==> src/rtl/mfo_regs.svh <==
// constants and timing counts of the multifunction output logic
`ifndef MFO_REGS_SVH
`define MFO_REGS_SVH

// ************************************************************
// timing
// ************************************************************
`define MFO_CLK_HZ 10_000_000
`define MFO_TICK_MS 100
`define MFO_TICK_CYC ((`MFO_CLK_HZ / 1000) * `MFO_TICK_MS)
`define MFO_FAN_HOLD_S 60
`define MFO_FAN_TICKS (`MFO_FAN_HOLD_S * 1000 / `MFO_TICK_MS)
`define MFO_THERM_S 2
`define MFO_THERM_TICKS (`MFO_THERM_S * 1000 / `MFO_TICK_MS)
`define MFO_HOUR_S 3600
`define MFO_HOUR_TICKS (`MFO_HOUR_S * 1000 / `MFO_TICK_MS)
`define MFO_DLY_MAX 10'h258

// ************************************************************
// function codes
// ************************************************************
`define MFO_INV_OFS 8'h64
`define MFO_CODE_MAX 8'h3f
`define MFO_FN_READY 1
`define MFO_FN_FAULT 2
`define MFO_FN_RUN 3
`define MFO_FN_FAR 4
`define MFO_FN_FDT 5
`define MFO_FN_ZERO_SPD 6
`define MFO_FN_BUS_OK 7
`define MFO_FN_CUR_LVL 8
`define MFO_FN_TUNE 9
`define MFO_FN_FDET1 10
`define MFO_FN_FDET2 11
`define MFO_FN_FORECAST 12
`define MFO_FN_ALARM 13
`define MFO_FN_ZS_TORQ 14
`define MFO_FN_ZERO_CUR 15
`define MFO_FN_REGEN 16
`define MFO_FN_CONTACTOR 17
`define MFO_FN_BRAKE_REL 18
`define MFO_FN_PULSE0 19
`define MFO_FN_PULSE1 20
`define MFO_FN_RAD_HOT 21
`define MFO_FN_MOT_HOT 22
`define MFO_FN_MOTOR_SEL 23
`define MFO_FN_ENC_SEL 24
`define MFO_FN_HOIST_BRK 25
`define MFO_FN_ACC_TIME 26
`define MFO_FN_RUN_TIME 27
`define MFO_FN_MIRROR1 28
`define MFO_FN_MIRROR2 29
`define MFO_FN_UNDERVOLT 30
`define MFO_FN_FAN 31
`define MFO_FN_AI_LOSS 32
`define MFO_FN_PTC 33
`define MFO_FN_REVERSE 34
`define MFO_FN_SLEEP 35
`define MFO_FN_BAND 51

`endif

==> src/rtl/mfo_pkg.sv <==
// types of the multifunction output logic
`default_nettype none
package mfo_pkg;

	// ************************************************************
	// carriers
	// ************************************************************
	typedef struct packed {
		logic ready;
		logic fault_event;
		logic dir_cmd;
		logic base_lockout;
		logic drive_running;
		logic zero_speed;
		logic bus_ok;
		logic current_level;
		logic self_tuning;
		logic fault_forecast;
		logic alarm;
		logic heavy_load;
		logic generating;
		logic contactor_close;
		logic brake_release;
		logic pulse0;
		logic pulse1;
		logic radiator_hot;
		logic motor_hot;
		logic motor_second;
		logic encoder_second;
		logic brake_open;
		logic undervolt;
		logic ai_loss;
		logic reverse;
		logic sleeping;
	} mfo_drive_st_t;

	typedef struct packed {
		logic ext_reset;
		logic operator_reset;
		logic timed_reset;
	} mfo_clr_t;

	// all in 0.01 Hz
	typedef struct packed {
		logic [15:0] out_freq;
		logic [15:0] set_freq;
		logic [15:0] freq_match_width;
		logic [15:0] freq_detect_speed;
		logic [15:0] freq_detect_width;
	} mfo_freq_t;

	typedef struct packed {
		logic [15:0] upper;
		logic [15:0] lower;
	} mfo_band_t;

	// ************************************************************
	// state
	// ************************************************************
	typedef struct packed {
		logic closed;
		logic [9:0] cnt;
	} mfo_dly_st_t;

	typedef struct packed {
		logic [1:0] din_m;
		logic [1:0] din_s;
		logic [5:0][7:0] fsel;
		logic [23:0] tick_cnt;
		logic tick;
		logic [15:0] acc_tcnt;
		logic [15:0] acc_hours;
		logic [15:0] run_tcnt;
		logic [15:0] run_hours;
		logic fdet1;
		logic fdet2;
		logic [2:0] band;
		logic freq_arrive_flag;
		logic fault;
		logic running;
		logic [4:0] therm_cnt;
		logic therm_fault;
		logic [9:0] fan_cnt;
		logic fan;
		logic [5:0] outs;
		logic [1:0] oc_oe;
	} mfo_st_t;

endpackage : mfo_pkg
`default_nettype wire

==> src/rtl/mfo_out_delay.sv <==
// per-output assert and release delay timer
`include "mfo_regs.svh"
`default_nettype none
module mfo_out_delay (
	// clock and reset
	input wire logic clk_i,
	input wire logic nrst_i,
	// timing
	input wire logic tick_i,
	input wire logic [9:0] assert_dly_i,
	input wire logic [9:0] release_dly_i,
	// condition and result
	input wire logic src_i,
	output logic closed_o
);

	mfo_pkg::mfo_dly_st_t st_q;
	mfo_pkg::mfo_dly_st_t st_d;
	logic [9:0] dly;

	always_comb begin
		st_d = st_q;
		dly = st_q.closed ? release_dly_i : assert_dly_i;
		// settings beyond 60.0 s saturate
		if (dly > `MFO_DLY_MAX) begin
			dly = `MFO_DLY_MAX;
		end
		if (src_i == st_q.closed) begin
			st_d.cnt = 10'h000;
		end else if (dly == 10'h000 ||
				(tick_i && st_q.cnt == dly - 10'h001)) begin
			st_d.closed = src_i;
			st_d.cnt = 10'h000;
		end else if (tick_i) begin
			st_d.cnt = st_q.cnt + 10'h001;
		end
	end

	always_ff @(posedge clk_i or negedge nrst_i) begin
		if (!nrst_i) begin
			st_q <= '0;
		end else begin
			st_q <= st_d;
		end
	end

	assign closed_o = st_q.closed;
endmodule : mfo_out_delay
`default_nettype wire

==> src/rtl/mfo_top.sv <==
// multifunction digital output logic of the drive
`include "mfo_regs.svh"
`default_nettype none
module mfo_top #(
	parameter int unsigned TICK_CYCLES = `MFO_TICK_CYC,
	parameter int unsigned HOUR_TICKS = `MFO_HOUR_TICKS,
	parameter int unsigned FAN_TICKS = `MFO_FAN_TICKS
) (
	// clock and reset
	input wire logic clk_i,
	input wire logic nrst_i,
	// drive status and fault clearing
	input wire mfo_pkg::mfo_drive_st_t drive_i,
	input wire mfo_pkg::mfo_clr_t clr_i,
	// frequency settings and detector bands
	input wire mfo_pkg::mfo_freq_t freq_i,
	input wire mfo_pkg::mfo_band_t [2:0] band_i,
	// current, tenths of percent of rated
	input wire logic [15:0] current_pct_i,
	input wire logic [15:0] zero_current_threshold_i,
	// running time limits in hours
	input wire logic [15:0] single_runtime_limit_i,
	input wire logic [15:0] total_runtime_limit_i,
	// thermistor
	input wire logic [15:0] thermistor_level_i,
	input wire logic [15:0] thermistor_trip_level_i,
	// digital input pins
	input wire logic digital_in_one_i,
	input wire logic digital_in_two_i,
	// per-output configuration
	input wire logic [5:0][7:0] output_function_select_i,
	input wire logic [5:0][9:0] output_assert_delay_i,
	input wire logic [5:0][9:0] output_release_delay_i,
	// relay outputs, high means normally-open contact made
	output logic relay_out_a_o,
	output logic relay_out_b_o,
	output logic relay_out_c_o,
	output logic relay_out_d_o,
	// open-collector outputs
	output logic oc_out_a_o,
	output logic oc_out_a_oe_o,
	output logic oc_out_b_o,
	output logic oc_out_b_oe_o,
	// indications
	output logic running_o,
	output logic fault_o,
	output logic thermistor_fault_o,
	output logic freq_arrive_flag_o
);

	mfo_pkg::mfo_st_t st_q;
	mfo_pkg::mfo_st_t st_d;
	logic [63:0] cond;
	logic [5:0] raw;
	logic [5:0] closed_w;
	logic [16:0] spd_hi;
	logic [15:0] spd_lo;
	logic [15:0] far_diff;
	logic [15:0] fdt_diff;
	logic acc_done;
	logic run_done;
	logic zero_cur;
	logic fan_hot;
	logic therm_above;
	logic therm_trip;
	logic fault_clr;
	logic fault_set;

	// ************************************************************
	// combinational helpers
	// ************************************************************
	assign spd_hi = {1'b0, freq_i.freq_detect_speed} +
		{1'b0, freq_i.freq_detect_width};
	// saturates at zero so a wide band cannot wrap
	assign spd_lo = (freq_i.freq_detect_speed > freq_i.freq_detect_width) ?
		freq_i.freq_detect_speed - freq_i.freq_detect_width : 16'h0000;
	assign far_diff = (freq_i.out_freq > freq_i.set_freq) ?
		freq_i.out_freq - freq_i.set_freq :
		freq_i.set_freq - freq_i.out_freq;
	assign fdt_diff = (freq_i.out_freq > freq_i.freq_detect_speed) ?
		freq_i.out_freq - freq_i.freq_detect_speed :
		freq_i.freq_detect_speed - freq_i.out_freq;
	assign acc_done = st_q.acc_hours > total_runtime_limit_i;
	assign run_done = st_q.run_hours > single_runtime_limit_i;
	assign zero_cur = !drive_i.drive_running &&
		current_pct_i > zero_current_threshold_i;
	assign fan_hot = drive_i.drive_running || drive_i.radiator_hot ||
		drive_i.motor_hot;
	assign therm_above = thermistor_level_i > thermistor_trip_level_i;
	assign therm_trip = therm_above && st_q.tick &&
		st_q.therm_cnt == 5'(`MFO_THERM_TICKS - 1);
	assign fault_clr = clr_i.ext_reset || clr_i.operator_reset ||
		clr_i.timed_reset;
	assign fault_set = drive_i.fault_event || therm_trip;

	// ************************************************************
	// next state
	// ************************************************************
	always_comb begin
		st_d = st_q;
		cond = 64'h0000_0000_0000_0000;
		st_d.din_m = {digital_in_two_i, digital_in_one_i};
		st_d.din_s = st_q.din_m;
		st_d.fsel = output_function_select_i;

		// tenth-of-a-second tick
		st_d.tick = 1'b0;
		if (st_q.tick_cnt == 24'(TICK_CYCLES - 1)) begin
			st_d.tick_cnt = 24'h00_0000;
			st_d.tick = 1'b1;
		end else begin
			st_d.tick_cnt = st_q.tick_cnt + 24'h00_0001;
		end

		// running time, hours saturate
		if (st_q.tick && drive_i.drive_running) begin
			if (st_q.acc_tcnt == 16'(HOUR_TICKS - 1)) begin
				st_d.acc_tcnt = 16'h0000;
				if (st_q.acc_hours != 16'hffff) begin
					st_d.acc_hours = st_q.acc_hours + 16'h0001;
				end
			end else begin
				st_d.acc_tcnt = st_q.acc_tcnt + 16'h0001;
			end
			if (st_q.run_tcnt == 16'(HOUR_TICKS - 1)) begin
				st_d.run_tcnt = 16'h0000;
				if (st_q.run_hours != 16'hffff) begin
					st_d.run_hours = st_q.run_hours + 16'h0001;
				end
			end else begin
				st_d.run_tcnt = st_q.run_tcnt + 16'h0001;
			end
		end
		// a single run restarts from zero at each stop
		if (!drive_i.drive_running) begin
			st_d.run_tcnt = 16'h0000;
			st_d.run_hours = 16'h0000;
		end

		// frequency detectors with hysteresis
		if (!st_q.fdet1 && {1'b0, freq_i.out_freq} >= spd_hi) begin
			st_d.fdet1 = 1'b1;
		end else if (st_q.fdet1 &&
				freq_i.out_freq <= freq_i.freq_detect_speed) begin
			st_d.fdet1 = 1'b0;
		end
		if (!st_q.fdet2 && freq_i.out_freq >= freq_i.freq_detect_speed) begin
			st_d.fdet2 = 1'b1;
		end else if (st_q.fdet2 && freq_i.out_freq <= spd_lo) begin
			st_d.fdet2 = 1'b0;
		end
		for (int j = 0; j < 3; j++) begin
			if (freq_i.out_freq > band_i[j].upper) begin
				st_d.band[j] = 1'b1;
			end else if (freq_i.out_freq < band_i[j].lower) begin
				st_d.band[j] = 1'b0;
			end
		end
		st_d.freq_arrive_flag = far_diff <= freq_i.freq_match_width;

		// fault latch, a new fault beats a clear in the same cycle
		st_d.fault = fault_set || (st_q.fault && !fault_clr);
		st_d.running = drive_i.dir_cmd && !drive_i.base_lockout &&
			!st_d.fault;

		// thermistor qualifier
		if (!therm_above) begin
			st_d.therm_cnt = 5'h00;
		end else if (st_q.tick &&
				st_q.therm_cnt != 5'(`MFO_THERM_TICKS - 1)) begin
			st_d.therm_cnt = st_q.therm_cnt + 5'h01;
		end
		st_d.therm_fault = therm_trip ||
			(st_q.therm_fault && !fault_clr);

		// fan release delay
		if (fan_hot) begin
			st_d.fan = 1'b1;
			st_d.fan_cnt = 10'h000;
		end else if (st_q.fan && st_q.tick) begin
			if (st_q.fan_cnt == 10'(FAN_TICKS - 1)) begin
				st_d.fan = 1'b0;
				st_d.fan_cnt = 10'h000;
			end else begin
				st_d.fan_cnt = st_q.fan_cnt + 10'h001;
			end
		end

		// condition per base code, 1 means closed
		cond[`MFO_FN_READY] = drive_i.ready;
		cond[`MFO_FN_FAULT] = st_q.fault;
		cond[`MFO_FN_RUN] = st_q.running;
		cond[`MFO_FN_FAR] = st_q.freq_arrive_flag;
		cond[`MFO_FN_FDT] = fdt_diff <= freq_i.freq_detect_width;
		cond[`MFO_FN_ZERO_SPD] = drive_i.zero_speed;
		cond[`MFO_FN_BUS_OK] = drive_i.bus_ok;
		cond[`MFO_FN_CUR_LVL] = drive_i.current_level;
		cond[`MFO_FN_TUNE] = drive_i.self_tuning;
		cond[`MFO_FN_FDET1] = !st_q.fdet1;
		cond[`MFO_FN_FDET2] = st_q.fdet2;
		cond[`MFO_FN_FORECAST] = drive_i.fault_forecast;
		cond[`MFO_FN_ALARM] = drive_i.alarm && !st_q.fault;
		cond[`MFO_FN_ZS_TORQ] = drive_i.heavy_load;
		cond[`MFO_FN_ZERO_CUR] = zero_cur;
		cond[`MFO_FN_REGEN] = drive_i.generating;
		cond[`MFO_FN_CONTACTOR] = drive_i.contactor_close;
		cond[`MFO_FN_BRAKE_REL] = drive_i.brake_release;
		cond[`MFO_FN_PULSE0] = drive_i.pulse0;
		cond[`MFO_FN_PULSE1] = drive_i.pulse1;
		cond[`MFO_FN_RAD_HOT] = drive_i.radiator_hot;
		cond[`MFO_FN_MOT_HOT] = drive_i.motor_hot;
		cond[`MFO_FN_MOTOR_SEL] = drive_i.motor_second;
		cond[`MFO_FN_ENC_SEL] = drive_i.encoder_second;
		cond[`MFO_FN_HOIST_BRK] = drive_i.brake_open;
		cond[`MFO_FN_ACC_TIME] = acc_done;
		cond[`MFO_FN_RUN_TIME] = run_done;
		cond[`MFO_FN_MIRROR1] = st_q.din_s[0];
		cond[`MFO_FN_MIRROR2] = st_q.din_s[1];
		cond[`MFO_FN_UNDERVOLT] = drive_i.undervolt;
		cond[`MFO_FN_FAN] = st_q.fan;
		cond[`MFO_FN_AI_LOSS] = drive_i.ai_loss;
		cond[`MFO_FN_PTC] = st_q.therm_fault;
		cond[`MFO_FN_REVERSE] = drive_i.reverse;
		cond[`MFO_FN_SLEEP] = drive_i.sleeping;
		cond[`MFO_FN_BAND +: 3] = st_q.band;

		// output stage, collector enable low while pulling low
		st_d.outs = closed_w;
		st_d.oc_oe = ~closed_w[5:4];
	end

	// ************************************************************
	// per-output selection and delay
	// ************************************************************
	generate
		for (genvar i = 0; i < 6; i++) begin : g_out
			logic inv;
			logic [7:0] base;
			logic valid;
			assign inv = st_q.fsel[i] >= `MFO_INV_OFS;
			assign base = inv ? st_q.fsel[i] - `MFO_INV_OFS : st_q.fsel[i];
			// no-function and out-of-range codes stay open either way
			assign valid = base != 8'h00 && base <= `MFO_CODE_MAX;
			assign raw[i] = valid && (cond[base[5:0]] ^ inv);
			mfo_out_delay u_dly (
				.clk_i(clk_i),
				.nrst_i(nrst_i),
				.tick_i(st_q.tick),
				.assert_dly_i(output_assert_delay_i[i]),
				.release_dly_i(output_release_delay_i[i]),
				.src_i(raw[i]),
				.closed_o(closed_w[i])
			);
		end
	endgenerate

	always_ff @(posedge clk_i or negedge nrst_i) begin
		if (!nrst_i) begin
			st_q <= '0;
			st_q.oc_oe <= 2'h3;
		end else begin
			st_q <= st_d;
		end
	end

	// ************************************************************
	// outputs
	// ************************************************************
	assign relay_out_a_o = st_q.outs[0];
	assign relay_out_b_o = st_q.outs[1];
	assign relay_out_c_o = st_q.outs[2];
	assign relay_out_d_o = st_q.outs[3];
	// collector only ever sinks, so its level is fixed low
	assign oc_out_a_o = 1'b0;
	assign oc_out_b_o = 1'b0;
	assign oc_out_a_oe_o = st_q.oc_oe[0];
	assign oc_out_b_oe_o = st_q.oc_oe[1];
	assign running_o = st_q.running;
	assign fault_o = st_q.fault;
	assign thermistor_fault_o = st_q.therm_fault;
	assign freq_arrive_flag_o = st_q.freq_arrive_flag;
endmodule : mfo_top
`default_nettype wire

==> config.mk <==
export PLATFORM = sky130hd
export DESIGN_NAME = mfo_top
export DESIGN_NICKNAME = d
export VERILOG_FILES = /design/src/rtl/mfo_pkg.sv /design/src/rtl/mfo_out_delay.sv /design/src/rtl/mfo_top.sv
export VERILOG_INCLUDE_DIRS = /design/src /design/src/rtl
export SDC_FILE = /design/constraint.sdc
export NUM_CORES = 1
export LEC_CHECK = 0
export BUFFER_PORTS_ARGS = -buffer_cell sky130_fd_sc_hd__buf_2
export CORE_MARGIN = 5
export CORE_UTILIZATION = 60
export CTS_CLUSTER_DIAMETER = 30
export DETAILED_ROUTE_END_ITERATION = 7
export PLACE_DENSITY_LB_ADDON = 0.1
export SLEW_MARGIN = 25
export SYNTH_ARGS = -nofsm -noshare
export SYNTH_HDL_FRONTEND = slang
export SYNTH_SLANG_ARGS = --single-unit
==> constraint.sdc <==
create_clock -name clk_i -period 7.8 [get_ports clk_i]
set_input_delay 1.56 -clock clk_i [delete_from_list [all_inputs] [get_ports clk_i]]
set_output_delay 1.56 -clock clk_i [all_outputs]
set_load 0.1 [all_outputs]
==> out/qor.csv <==
metric,value,unit
Core Area,45500,sq um
"Slew Viols, Final",0,
fillers,3583,
M1 GR Usage,0.416,
CTS tree,built,
"slowest stage cell, crit path",a31oi_1,
WS Path Type,primary input to flop,
Die Ht,225,um
chip width,225,um
drt wl/cell,20.2,um
number of synthesized flops with an enable pin,0,
top cell family by delay on the critical path,compound AO/OA/AOI/OAI gates,
area of placed instances,30600,sq um
Seq cells post-synth,238,
asr flop ratio synth,1.00,
Hold Path Class,flop to flop,
Static Leakage,16.1,nW
Synth top area share,0.214,
drt via density,6.18,
initial antenna violation count,27,
initial core utilization,0.608,
predominant post-synthesis flop cell,dfrtp_1,
maximum VDD drop,0.233,mV
routability congestion estimate,1.01,
clock share of power,0.446,
final WL,90500,um
post-synthesis sequential area ratio,0.216,
"Max FO, Critical Path",20,
vias,27696,
grt peak-use layer,met2,
synthesized area,27600,sq um
vias in the first global route,27482,
buffers and inverters on the worst path,6,
initial drt markers,2388,
later-pin clock latency in the skew report,590,ps
Setup-failing EPs final,0,
Max Cap Viol,0,
GR Overflow Total,0,
final worst-path cycle share,0.936,
nets,4629,
Inst Count DP,4343,
cts bufs inserted,59,
Critical Path AT,7780,ps
CP most frequent cell,a21o_1,
Yosys warning count,0,
fin cells,4483,
Synth Area per Inst,8.28,sq um
number of clock sinks,238,
Yosys top cell by area,dfrtp_1,
Final Power,5.31,mW
met2 usage,0.591,
Setup TNS Final,0,ps
hold buffers post-CTS,0,
input/output buffers,482,
Cells after Synth,3340,
pwr dens,162,nW/um^2
Crit. End Element,flop,
cell-internal power,3.48,mW
Rows,78,
GR Util All Layers,0.342,
combinational share of power,0.300,
first-pass GRT wire length,142000,um
Sw Ratio,0.344,
Flop pwr share,0.255,
endpoints failing hold,0,
DP HPWL,71600,um
net load switching power,1.82,mW
fin util,0.719,
Worst EP required,8280,ps
most frequent cells in the layout,"buf_2 (481), ha_1 (346), inv_1 (319), nand2_1 (239), dfrtp_1 (235)",
synthesis-to-finish area growth,18.3,%
fin crit period,7300,ps
Synth area leaders,"dfrtp_1 (21%), ha_1 (16%), xnor2_1 (4.5%)",
DIE AREA,50500,sq um
DRC,0,
I/O pin cnt,485,
TritonRoute pass-1 iters,8,
Max-slew headroom,0.338,
transition time at the pin with the least slew margin,992,ps
CP max stage delay,570,ps
largest net degree at the start of global routing,133,
"most common cell after layout, fill and taps aside",buf_2,
"buffers from clock root to sink, at most",3,
Final Cell Area,32700,sq um
post-synthesis cell type count,105,
Routed Antenna Nets,0,
clock-pin slew on the worst setup and hold paths,40,ps
share of layout cells above drive strength 1,0.198,
Root Driver,clkbuf_16,
# H-tree levels,2,
clock skew,25.8,ps
CP startpoint kind,primary input,
outcome,finished clean,
Max Freq,137,MHz
GR Util met3,0.0720,
[final timing paths]
kind	slack, ps	startpoint	end	cells after the start
worst min register to register	360	st_d[171]$_DFF_PN0_	cond[29]$_DFF_PN0_	0
min in group asynchronous	980	nrst_i	st_q[39]$_DFFE_PN0P_	1
worst min-delay path	360	st_d[171]$_DFF_PN0_	cond[29]$_DFF_PN0_	0
worst max-delay path	500	freq_i[64]	g_out[5].u_dly.st_q[1]$_DFFE_PN0P_	28
worst max register to register	2820	g_out[0].u_dly.closed_o$_DFFE_PN0P_	g_out[0].u_dly.closed_o$_DFFE_PN0P_	15
max in group asynchronous	5610	nrst_i	relay_out_a_o$_DFF_PN0_	2
[power groups by stage]
stage          Sequential (mW)  Clock (mW)  Combinational [mW]
5_1_grt                   1.36        2.46                1.75
6_report                  1.35        2.37                1.59
2_1_floorplan             1.35           0                1.04
3_3_place_gp              1.37           0                1.51
3_5_place_dp              1.37           0                1.55
4_1_cts                   1.35        2.39                1.57
[registers in the layout (all words and copies together), names as in the netlist]
| signal | cells |
|---|---|
| thermistor_fault_o | 1 |
| g_out.u_dly.closed_o | 6 |
| g_out.u_dly.st_q | 60 |
| st_q | 153 |
| oc_out_b_oe_o | 1 |
| relay_out_a_o | 1 |
| cond | 7 |
| fault_o | 1 |
| freq_arrive_flag_o | 1 |
| relay_out_b_o | 1 |
| relay_out_d_o | 1 |
| relay_out_c_o | 1 |
| running_o | 1 |
| oc_out_a_oe_o | 1 |
| st_d | 2 |
[metrics by stage]
stage | worst slack (ps) | hold WS [ps]
after floorplan | 331 | 331
after global placement | -9.06 | 343
after detailed placement | -67.6 | 345
after CTS | 477 | 369
after global routing | -39.8 | 394
final | 496 | 365
[kinds of logic (layout without fill, tap and decap cells)]
group,after synthesis,after routing,share of synthesized area
AOI/OAI and AO/OA,811,811,0.202
xor gates and xnor gates,266,266,0.0851
adders and majority gates,352,352,0.161
buffers and inverters,437,950,0.0615
DFF,238,238,0.216
muxes,161,161,0.0748
other,1,31,0.000136
and+or+nand+nor,1074,1074,0.200
[metal layers]
metal / part of all wire / vias to the layer above / wire length (um)
met5: 0.00087 / - / 79
met4: 0.046 / 14 / 4140
met3: 0.076 / 260 / 6890
met2: 0.48 / 1170 / 43800
met1: 0.39 / 13161 / 35500
li1: - / 13091 / -
[timing repair]
| item | CTS | global route |
|---|---|---|
| resized for setup | 0 | 5 |
| endpoints found under the setup margin | 0 | 30 |
| setup buffers | 0 | 0 |
[worst reg2reg max path, cell delays in order, from the launching register on]
cell and delay [ps]:
dfrtp_1 880, mux2i_1 320, o21ai_1 320, nand2_1 90
a31o_2 330, nand2b_1 110, ha_1 190, nand2_1 130
nor4_1 480, xnor2_1 170, nand2_1 80, xor2_1 150
nand3_1 80, or4_1 470, o21ai_1 640, mux2_2 420
[area by class of cell]
cell class | instances | area [sq um] | share of cell area
clock buffers | 68 | 1570 | 0.0481
clock inverters | 43 | 400 | 0.0122
flip-flops and latches | 238 | 5960 | 0.182
inverters | 322 | 1210 | 0.0370
well taps | 600 | 751 | 0.0230
multi-input cells | 2666 | 20000 | 0.612
diodes | 29 | 72.6 | 0.00222
repair buffers | 517 | 2710 | 0.0829
[cells in the mapped netlist (14+ instances only)]
master	count
buf_2	20
o21bai_1	15
nand2_1	239
ha_1	346
or3_1	27
xor2_1	122
dfrtp_1	236
a21boi_0	14
nand4_1	109
a21o_1	100
buf_1	15
a31oi_1	26
clkbuf_1	74
inv_1	319
o21a_1	54
mux2i_1	87
mux4_2	32
nand3_1	100
o211ai_1	31
nor3_1	96
nor2_1	216
xnor2_1	142
a21oi_1	178
or2_2	17
a211oi_1	29
nand2b_1	39
o31ai_1	14
mux2_2	40
o211a_1	23
nor4_1	20
nor3b_1	28
o21ai_0	149
nor2b_1	58
and3_1	47
Note: power is estimated with default switching activity, not from simulation.
